<file path="config.mk">
export PLATFORM = sky130hd
export DESIGN_NAME = mmgf_top
export DESIGN_NICKNAME = d
export VERILOG_FILES = /design/src/mmgf_pkg.sv /design/src/mmgf_top.sv
export VERILOG_INCLUDE_DIRS = /design/src
export SDC_FILE = /design/constraint.sdc
export NUM_CORES = 1
export LEC_CHECK = 0
export BUFFER_PORTS_ARGS = -buffer_cell sky130_fd_sc_hd__buf_4
export CAP_MARGIN = 20
export CORE_AREA = 3 3 273 275
export DETAILED_ROUTE_END_ITERATION = 10
export DIE_AREA = 0 0 276 278
export MAX_ROUTING_LAYER = met4
export PLACE_DENSITY = 0.59
export SLEW_MARGIN = 20
export SYNTH_ARGS = -nofsm -noshare
export SYNTH_HDL_FRONTEND = slang
export SYNTH_SLANG_ARGS = --single-unit
export TNS_END_PERCENT = 20
</file>
<file path="constraint.sdc">
create_clock -name ref_clk_in -period 25.3 [get_ports ref_clk_in]
set_input_delay 3.795 -clock ref_clk_in [delete_from_list [all_inputs] [get_ports ref_clk_in]]
set_output_delay 3.795 -clock ref_clk_in [all_outputs]
set_load 0.02 [all_outputs]
</file>
<file path="src/mmgf_regs.svh">
// register offsets, field positions, reset values and timing counts of the multicast filter
`ifndef MMGF_REGS_SVH
`define MMGF_REGS_SVH

// register byte offsets
`define MMGF_OFF_CTRL       8'h00
`define MMGF_OFF_DOWN_BLOCK 8'h04
`define MMGF_OFF_CFG_TIMERS 8'h08
`define MMGF_OFF_STATUS     8'h0c
`define MMGF_OFF_MEMBER     8'h10

// control register fields
`define MMGF_CTRL_HOST_MODE 0
`define MMGF_CTRL_OVERRIDE  1
`define MMGF_CTRL_UP_BLOCK  2
`define MMGF_CTRL_RESET     3'h0

// timer field positions in the timer and status registers
`define MMGF_QI_LSB 0
`define MMGF_QI_MSB 15
`define MMGF_RI_LSB 16
`define MMGF_RI_MSB 23

// reset values
`define MMGF_DOWN_BLOCK_RESET 8'h00
`define MMGF_QI_DEFAULT       16'h007d
`define MMGF_RI_DEFAULT       8'h0a
`define MMGF_JOIN_RI          8'h0a
`define MMGF_LFSR_SEED        16'hace1

// time base
`define MMGF_SECOND_NS   1000000000
`define MMGF_CLK_NS      100
`define MMGF_TICK_CYCLES (`MMGF_SECOND_NS / `MMGF_CLK_NS)

`endif

</file>
<file path="src/mmgf_pkg.sv">
// types shared by the multicast group filter
package mmgf_pkg;

  // classified frame kinds, one-hot
  typedef enum logic [4:0] {
    MMGF_KIND_DATA   = 5'h01,
    MMGF_KIND_QGEN   = 5'h02,
    MMGF_KIND_QGRP   = 5'h04,
    MMGF_KIND_REPORT = 5'h08,
    MMGF_KIND_LEAVE  = 5'h10
  } mmgf_kind_t;

  typedef logic [2:0] mmgf_group_t;

endpackage : mmgf_pkg

</file>
<file path="src/mmgf_top.sv">
// multicast membership tracking and forwarding filter of the subscriber modem
//
// The plain strobed port and the address map were chosen for this implementation.
`timescale 1ns/1ps
`include "mmgf_regs.svh"

module mmgf_top #(
  parameter int TICK_CYCLES = `MMGF_TICK_CYCLES
) (
  // clock, reset, enable
  input  wire logic                 ref_clk_in,
  input  wire logic                 rst_in,
  input  wire logic                 ce_in,
  // classified frame descriptor
  input  wire logic                 frm_valid_in,
  input  wire logic                 frm_from_rf_in,
  input  wire mmgf_pkg::mmgf_kind_t frm_kind_in,
  input  wire mmgf_pkg::mmgf_group_t frm_group_in,
  input  wire logic [7:0]           frm_resp_sec_in,
  // register port
  input  wire logic [7:0]           reg_addr_in,
  input  wire logic [31:0]          reg_wdata_in,
  input  wire logic                 reg_wr_in,
  input  wire logic                 reg_rd_in,
  output logic      [31:0]          reg_rdata_out,
  // forwarding decision
  output logic                      fwd_valid_out,
  output logic                      fwd_pass_out,
  // upstream report and subscriber query requests
  output logic                      report_tx_out,
  output mmgf_pkg::mmgf_group_t     report_group_out,
  output logic                      query_tx_out
);
  import mmgf_pkg::*;

  localparam int NGRP = 8;

  // software registers
  logic [2:0]  ctrl;
  logic [7:0]  down_block;
  logic [15:0] cfg_qi;
  logic [7:0]  cfg_ri;
  // time base and query tracking
  logic [23:0] tick_cnt;
  logic        tick;
  logic [15:0] sec_since_q;
  logic [1:0]  q_seen;
  logic [15:0] qi_derived;
  logic [7:0]  ri_rx;
  logic [15:0] q_timer;
  logic [15:0] lfsr;
  // group table
  logic [NGRP-1:0] member_active;
  logic [NGRP-1:0] suppress;
  logic [NGRP-1:0] pending;
  logic [NGRP-1:0] due;
  logic [17:0]     mtimer [NGRP];
  logic [7:0]      delay  [NGRP];
  // derived values
  logic [15:0] qi_eff;
  logic [7:0]  ri_eff;
  logic [17:0] member_int;
  logic        host_mode;
  logic        is_query;
  logic        rf_frame;
  logic        sub_frame;
  logic        emit;
  mmgf_group_t emit_idx;
  logic        resp_window;
  logic [15:0] gap_sec;

  // random delay in 1..bound seconds
  function automatic logic [7:0] mmgf_rand(input logic [15:0] s, input logic [7:0] bound);
    logic [7:0] b;
    b = (bound == 8'h00) ? 8'h01 : bound;
    return 8'(s[7:0] % b) + 8'h01;
  endfunction : mmgf_rand

  // lowest set bit of a group mask
  function automatic mmgf_group_t mmgf_first(input logic [NGRP-1:0] m);
    mmgf_group_t r;
    r = 3'h0;
    for (int k = NGRP - 1; k >= 0; k--) begin
      if (m[k]) begin
        r = 3'(k);
      end
    end
    return r;
  endfunction : mmgf_first

  // effective timers: override or learned values
  assign host_mode   = ctrl[`MMGF_CTRL_HOST_MODE];
  assign qi_eff      = ctrl[`MMGF_CTRL_OVERRIDE] ? cfg_qi : qi_derived;
  assign ri_eff      = ctrl[`MMGF_CTRL_OVERRIDE] ? cfg_ri : ri_rx;
  assign member_int  = {1'b0, qi_eff, 1'b0} + {10'h000, ri_eff};
  assign is_query    = (frm_kind_in == MMGF_KIND_QGEN) || (frm_kind_in == MMGF_KIND_QGRP);
  assign rf_frame    = ce_in && frm_valid_in && frm_from_rf_in;
  assign sub_frame   = ce_in && frm_valid_in && !frm_from_rf_in;
  assign emit        = ce_in && (due != '0);
  assign emit_idx    = mmgf_first(due);
  assign resp_window = (sec_since_q < {8'h00, ri_eff});
  // a tick on the query edge itself still belongs to the gap being measured
  assign gap_sec     = (tick && sec_since_q != 16'hffff) ? sec_since_q + 16'h1 : sec_since_q;

  // register writes
  always_ff @(posedge ref_clk_in) begin
    if (rst_in) begin
      ctrl       <= `MMGF_CTRL_RESET;
      down_block <= `MMGF_DOWN_BLOCK_RESET;
      cfg_qi     <= `MMGF_QI_DEFAULT;
      cfg_ri     <= `MMGF_RI_DEFAULT;
    end else if (ce_in && reg_wr_in) begin
      if (reg_addr_in == `MMGF_OFF_CTRL) begin
        ctrl <= reg_wdata_in[2:0];
      end else if (reg_addr_in == `MMGF_OFF_DOWN_BLOCK) begin
        down_block <= reg_wdata_in[7:0];
      end else if (reg_addr_in == `MMGF_OFF_CFG_TIMERS) begin
        cfg_qi <= reg_wdata_in[`MMGF_QI_MSB:`MMGF_QI_LSB];
        cfg_ri <= reg_wdata_in[`MMGF_RI_MSB:`MMGF_RI_LSB];
      end
    end
  end

  // register reads, unmapped reads return zero
  always_ff @(posedge ref_clk_in) begin
    if (rst_in) begin
      reg_rdata_out <= 32'h0;
    end else if (ce_in) begin
      if (!reg_rd_in) begin
        reg_rdata_out <= 32'h0;
      end else if (reg_addr_in == `MMGF_OFF_CTRL) begin
        reg_rdata_out <= {29'h0, ctrl};
      end else if (reg_addr_in == `MMGF_OFF_DOWN_BLOCK) begin
        reg_rdata_out <= {24'h0, down_block};
      end else if (reg_addr_in == `MMGF_OFF_CFG_TIMERS) begin
        reg_rdata_out <= {8'h0, cfg_ri, cfg_qi};
      end else if (reg_addr_in == `MMGF_OFF_STATUS) begin
        reg_rdata_out <= {8'h0, ri_eff, qi_eff};
      end else if (reg_addr_in == `MMGF_OFF_MEMBER) begin
        reg_rdata_out <= {16'h0, suppress, member_active};
      end else begin
        reg_rdata_out <= 32'h0;
      end
    end
  end

  // one second tick from the system clock
  always_ff @(posedge ref_clk_in) begin
    if (rst_in) begin
      tick_cnt <= 24'h0;
      tick     <= 1'b0;
    end else if (ce_in) begin
      tick <= (tick_cnt == 24'(TICK_CYCLES - 1));
      if (tick_cnt == 24'(TICK_CYCLES - 1)) begin
        tick_cnt <= 24'h0;
      end else begin
        tick_cnt <= tick_cnt + 24'h1;
      end
    end
  end

  // free running random source
  always_ff @(posedge ref_clk_in) begin
    if (rst_in) begin
      lfsr <= `MMGF_LFSR_SEED;
    end else if (ce_in) begin
      lfsr <= {lfsr[14:0], lfsr[15] ^ lfsr[13] ^ lfsr[12] ^ lfsr[10]};
    end
  end

  // query interval and response interval learning from rf queries
  always_ff @(posedge ref_clk_in) begin
    if (rst_in) begin
      sec_since_q <= 16'h0;
      q_seen      <= 2'h0;
      qi_derived  <= `MMGF_QI_DEFAULT;
      ri_rx       <= `MMGF_RI_DEFAULT;
    end else if (ce_in) begin
      if (rf_frame && is_query) begin
        sec_since_q <= 16'h0;
        if (q_seen != 2'h0) begin
          q_seen     <= 2'h2;
          qi_derived <= (gap_sec > `MMGF_QI_DEFAULT) ? gap_sec : `MMGF_QI_DEFAULT;
        end else begin
          q_seen     <= 2'h1;
          qi_derived <= `MMGF_QI_DEFAULT;
        end
        ri_rx <= (frm_resp_sec_in == 8'h00) ? `MMGF_RI_DEFAULT : frm_resp_sec_in;
      end else if (tick && sec_since_q != 16'hffff) begin
        sec_since_q <= sec_since_q + 16'h1;
      end
    end
  end

  // querier toward the subscriber port while in host role
  always_ff @(posedge ref_clk_in) begin
    if (rst_in) begin
      q_timer      <= 16'h0;
      query_tx_out <= 1'b0;
    end else if (ce_in) begin
      query_tx_out <= 1'b0;
      if (!host_mode) begin
        q_timer <= 16'h0;
      end else if (tick) begin
        if (q_timer + 16'h1 >= qi_eff) begin
          q_timer      <= 16'h0;
          query_tx_out <= 1'b1;
        end else begin
          q_timer <= q_timer + 16'h1;
        end
      end
    end
  end

  // per group membership table
  generate
    for (genvar g = 0; g < NGRP; g++) begin : g_tbl
      always_ff @(posedge ref_clk_in) begin
        if (rst_in) begin
          member_active[g] <= 1'b0;
          suppress[g]      <= 1'b0;
          pending[g]       <= 1'b0;
          due[g]           <= 1'b0;
          mtimer[g]        <= 18'h0;
          delay[g]         <= 8'h0;
        end else if (ce_in) begin
          if (emit && emit_idx == 3'(g)) begin
            due[g] <= 1'b0;
          end
          // ageing and random delay on the second tick
          if (tick && member_active[g]) begin
            if (mtimer[g] >= member_int) begin
              member_active[g] <= 1'b0;
            end else begin
              mtimer[g] <= mtimer[g] + 18'h1;
            end
          end
          if (tick && pending[g]) begin
            if (delay[g] <= 8'h1) begin
              pending[g] <= 1'b0;
              due[g]     <= 1'b1;
            end else begin
              delay[g] <= delay[g] - 8'h1;
            end
          end
          // frame events win over timer effects
          if (sub_frame && frm_group_in == 3'(g)) begin
            if (frm_kind_in == MMGF_KIND_REPORT) begin
              member_active[g] <= 1'b1;
              mtimer[g]        <= 18'h0;
              if (!suppress[g] && !pending[g] && !due[g]) begin
                pending[g] <= 1'b1;
                delay[g]   <= mmgf_rand(lfsr, `MMGF_JOIN_RI);
              end
            end else if (frm_kind_in == MMGF_KIND_LEAVE) begin
              member_active[g] <= 1'b0;
              suppress[g]      <= 1'b0;
              pending[g]       <= 1'b0;
              due[g]           <= 1'b0;
            end
          end
          if (rf_frame && frm_kind_in == MMGF_KIND_REPORT && frm_group_in == 3'(g)) begin
            if (pending[g] || due[g] || (member_active[g] && resp_window)) begin
              suppress[g] <= 1'b1;
              pending[g]  <= 1'b0;
              due[g]      <= 1'b0;
            end
          end
          if (rf_frame && (frm_kind_in == MMGF_KIND_QGEN ||
              (frm_kind_in == MMGF_KIND_QGRP && frm_group_in == 3'(g)))) begin
            suppress[g] <= 1'b0;
            if (host_mode && member_active[g] && !pending[g] && !due[g]) begin
              pending[g] <= 1'b1;
              delay[g]   <= mmgf_rand(lfsr,
                (frm_resp_sec_in == 8'h00) ? `MMGF_RI_DEFAULT : frm_resp_sec_in);
            end
          end
        end
      end
    end
  endgenerate

  // upstream report issue, one group per cycle
  always_ff @(posedge ref_clk_in) begin
    if (rst_in) begin
      report_tx_out    <= 1'b0;
      report_group_out <= 3'h0;
    end else if (ce_in) begin
      report_tx_out <= emit;
      if (emit) begin
        report_group_out <= emit_idx;
      end
    end
  end

  // forwarding decision for each classified frame
  always_ff @(posedge ref_clk_in) begin
    if (rst_in) begin
      fwd_valid_out <= 1'b0;
      fwd_pass_out  <= 1'b0;
    end else if (ce_in) begin
      fwd_valid_out <= frm_valid_in;
      fwd_pass_out  <= 1'b0;
      if (frm_valid_in && !frm_from_rf_in) begin
        if (frm_kind_in == MMGF_KIND_DATA) begin
          fwd_pass_out <= !ctrl[`MMGF_CTRL_UP_BLOCK];
        end else if (frm_kind_in == MMGF_KIND_LEAVE) begin
          fwd_pass_out <= 1'b1;
        end else begin
          fwd_pass_out <= 1'b0;
        end
      end else if (frm_valid_in) begin
        if (frm_kind_in == MMGF_KIND_DATA && frm_group_in == 3'h0) begin
          fwd_pass_out <= !down_block[0];
        end else if (frm_kind_in == MMGF_KIND_DATA) begin
          fwd_pass_out <= member_active[frm_group_in] && !down_block[frm_group_in];
        end else if (is_query) begin
          fwd_pass_out <= !host_mode && !down_block[frm_group_in];
        end else begin
          fwd_pass_out <= 1'b0;
        end
      end
    end
  end
endmodule : mmgf_top

</file>
==> flow_summary.toml <==
[synth]
async_flop_share_pct = 0
ys_ff_latch = 405
ys_types = 101
synth_seq_area_share_pct = 36.11
netlist_area_sq_mm = 0.02822
synth_flop_cell = "edfxtp_1"
synth_warnings = 0
synth_edf_count = 208
synth_cells = 3230
synth.avg_cell_area_sq_um = 8.736

[timing]
maxSlewHeadroom_pct = 25.30
tightestPinTransition_ns = 1.117
fmax_mhz = 57.51
setup-violations-final = 0
hold_viol = 0
rsz0062_at_grt = "false"
period_needed_ns = 17.39
report.final.slew_viol_count = 0
hold_ws_ns = 0.4524
fin_setup_tns_ns = 0
fin_skew_ns = 0.02351
finalCritPeriodShare_pct = 68.72

[clock_network]
numCtsBuffers = 49
cts_setup_buffers = 0
clk-insertion-delay-late_ns = 0.60
clock_sinks = 405
cts_resized = 0
clk_pin_slew_ns = 0.06
cts_hold_buf = 0
cts_tree = "done"
h-tree-depth = 2
cts_root_buffer = "clkbuf_16"
clock_path_buffers = 3

[route]
post-route-drc-count = 0
route.met2.wl_mm = 35.62
dr.pass1.iters = 6
dr.max_layer_used = "met4"
routed-wl-met3_mm = 6.095
wl_per_cell_um = 19.45
vias = 24228
drtIter0Drc = 1986
drtAntennaViolNets = 0
drt_wl_total_mm = 83.50
viasPerCell = 5.642
m1WireLength_mm = 39.87

[grt]
grt_pass1_wl_mm = 130.7
grt_usage_pct = 21.87
grt_pass1_vias = 22786
overflow = 0
antenna_found_initial = 7
grt_max_degree = 55

[critical_path]
worstPathArrival_ns = 17.68
worstPathRequired_ns = 25.59
worstPathMaxFanout = 16
max_stage_delay_ns = 0.90
critPathCaptureType = "register"
worst-setup-path-type = "in -> reg"
cpMostUsedCell = "ha_1"
start_kind = "input pin"
critPathSlowestCell = "xor2_1"

[outcome]
outcome = "finished, final reports clean"

[power]
pwr-share-clk_pct = 42.2
combPwrFrac_pct = 16.9
seqPwrFrac_pct = 40.9
power.switching_mw = 0.5125
switching_share_pct = 28.95
power.density_mw_per_mm2 = 55.98
p_leak_nw = 12.02
intPower_mw = 1.258
vdd_drop_max_v = 0.00004682

[cells_and_area]
syn2layout_area_growth_pct = 12.07
final_common_cell = "nor2_1"
drive_above_1_share_pct = 7.988
instances_no_fill = 4294
nets = 3597
final_cell_mix = "nor2_1, nand2_1, ha_1"
fillCellCount = 7221
utilization_pct = 43.57

[placement]
portBuffers = 85
gp_congestion = 0.9301
dp.cells = 4198
dp_hpwl_mm = 60.12

[die]
core-area_sq_mm = 0.07259
dieWidth_um = 276
rows = 99
die_h_um = 278
die_area_sq_mm = 0.07673
io_pins = 102
start_util_pct = 38.88

[min_path]
hold_class = "reg -> reg"

[flow_run]
maxCapViolCount = 0
==> synthesized netlist by cell type (all sizes together) (14+ instances only) <==
cell	instances	share of area [%]
edfxtp	208	22
a21oi	175	3.1
nand2	347	4.6
nand3	139	2.5
xnor2	136	4.2
and3	56	1.2
ha	242	11
buf	26	0.62
nor4	36	0.87
clkbuf	105	1.4
a22oi	20	0.53
o211ai	33	0.94
mux2i	58	2.1
nor2	356	4.7
and2	14	0.31
o21a	27	0.72
nor3	123	2.2
o22ai	22	0.49
nand2b	25	0.55
xor2	127	4.0
or4	26	0.71
inv	112	1.5
o21ai	169	3.0
dfxtp	197	14
o31ai	27	0.83
or3	25	0.55
o221ai	21	0.65
and4	20	0.62
a211oi	29	0.84
a31oi	17	0.38
nor2b	26	0.58
a21o	78	2.1
nand4	46	1.0
or2	16	0.35
==> sequential cells by signal (all words and copies together), names as in the netlist, 8 cells and up <==
signal         flops
due                8
mtimer           144
down_block         8
lfsr              16
pending            8
reg_rdata_out     24
ri_rx              8
cfg_qi            16
qi_derived        16
tick_cnt          24
suppress           8
cfg_ri             8
q_timer           16
sec_since_q       16
delay             64
member_active      8
==> layout make-up <==
type                    count  area [sq um]  area share, %
repair buffers            133         996.0          3.149
inverters                 112         420.4          1.329
multi-input cells        2589         17110          54.10
clock buffers              67          1418          4.483
well taps                 959          1200          3.794
flip-flops and latches    405         10190          32.22
clock inverters            24         277.8         0.8783
diodes                      5         12.51        0.03956
==> path summary, 6_finish.rpt <==
kind | cells after the start | from | slack [ns] | end
worst max-delay path | 52 | frm_resp_sec_in[4] | 7.91 | delay[0][12]
worst min-delay path | 2 | qi_derived[13] | 0.45 | qi_derived[13]
worst max register to register | 51 | lfsr[7] | 11.23 | delay[0][12]
worst min register to register | 2 | qi_derived[13] | 0.45 | qi_derived[13]
==> metal layers <==
layer	track usage (%)	vias to the layer above
li1	-	11945
met1	31.11	11490
met2	32.56	680
met3	3.339	113
met4	5.471	0
met5	-	-
==> through the flow <==
step	total power, mW	instance area (sq um)	setup WS (ns)
after floorplan	0.9315	28240	9.241
after global placement	1.031	29900	7.462
after detailed placement	1.032	29900	7.326
after CTS	1.783	31600	7.947
after global routing	1.841	31620	6.686
final	1.770	31620	7.913
==> cells by family after synthesis <==
| family | synth area share (%) |
|---|---|
| AO/OA/AOI/OAI | 16.52 |
| XOR/XNOR | 8.256 |
| adder cells (fa/ha/maj) | 10.91 |
| buffers and inverters | 3.512 |
| flip-flops | 36.11 |
| multiplexers | 2.377 |
| other | 0.01329 |
| AND/OR/NAND/NOR | 22.30 |
==> power groups by stage <==
| stage | Clock [mW] | Sequential [mW] | Combinational [mW] |
|---|---|---|---|
| 6_report | 0.747 | 0.723 | 0.300 |
| 3_5_place_dp | 0 | 0.737 | 0.295 |
| 2_1_floorplan | 0 | 0.731 | 0.201 |
| 4_1_cts | 0.763 | 0.723 | 0.297 |
| 3_3_place_gp | 0 | 0.737 | 0.294 |
| 5_1_grt | 0.787 | 0.726 | 0.328 |
==> critical path, delay by kind of cell <==
kind | cells | cell delay [ns]
AOI/OAI and AO/OA | 20 | 4.78
buffers and inverters | 6 | 0.93
xor gates and xnor gates | 1 | 0.90
adders and majority gates | 8 | 2.65
and+or+nand+nor | 16 | 4.40
muxes | 1 | 0.20
No activity file was read; power rests on OpenSTA's default activity.
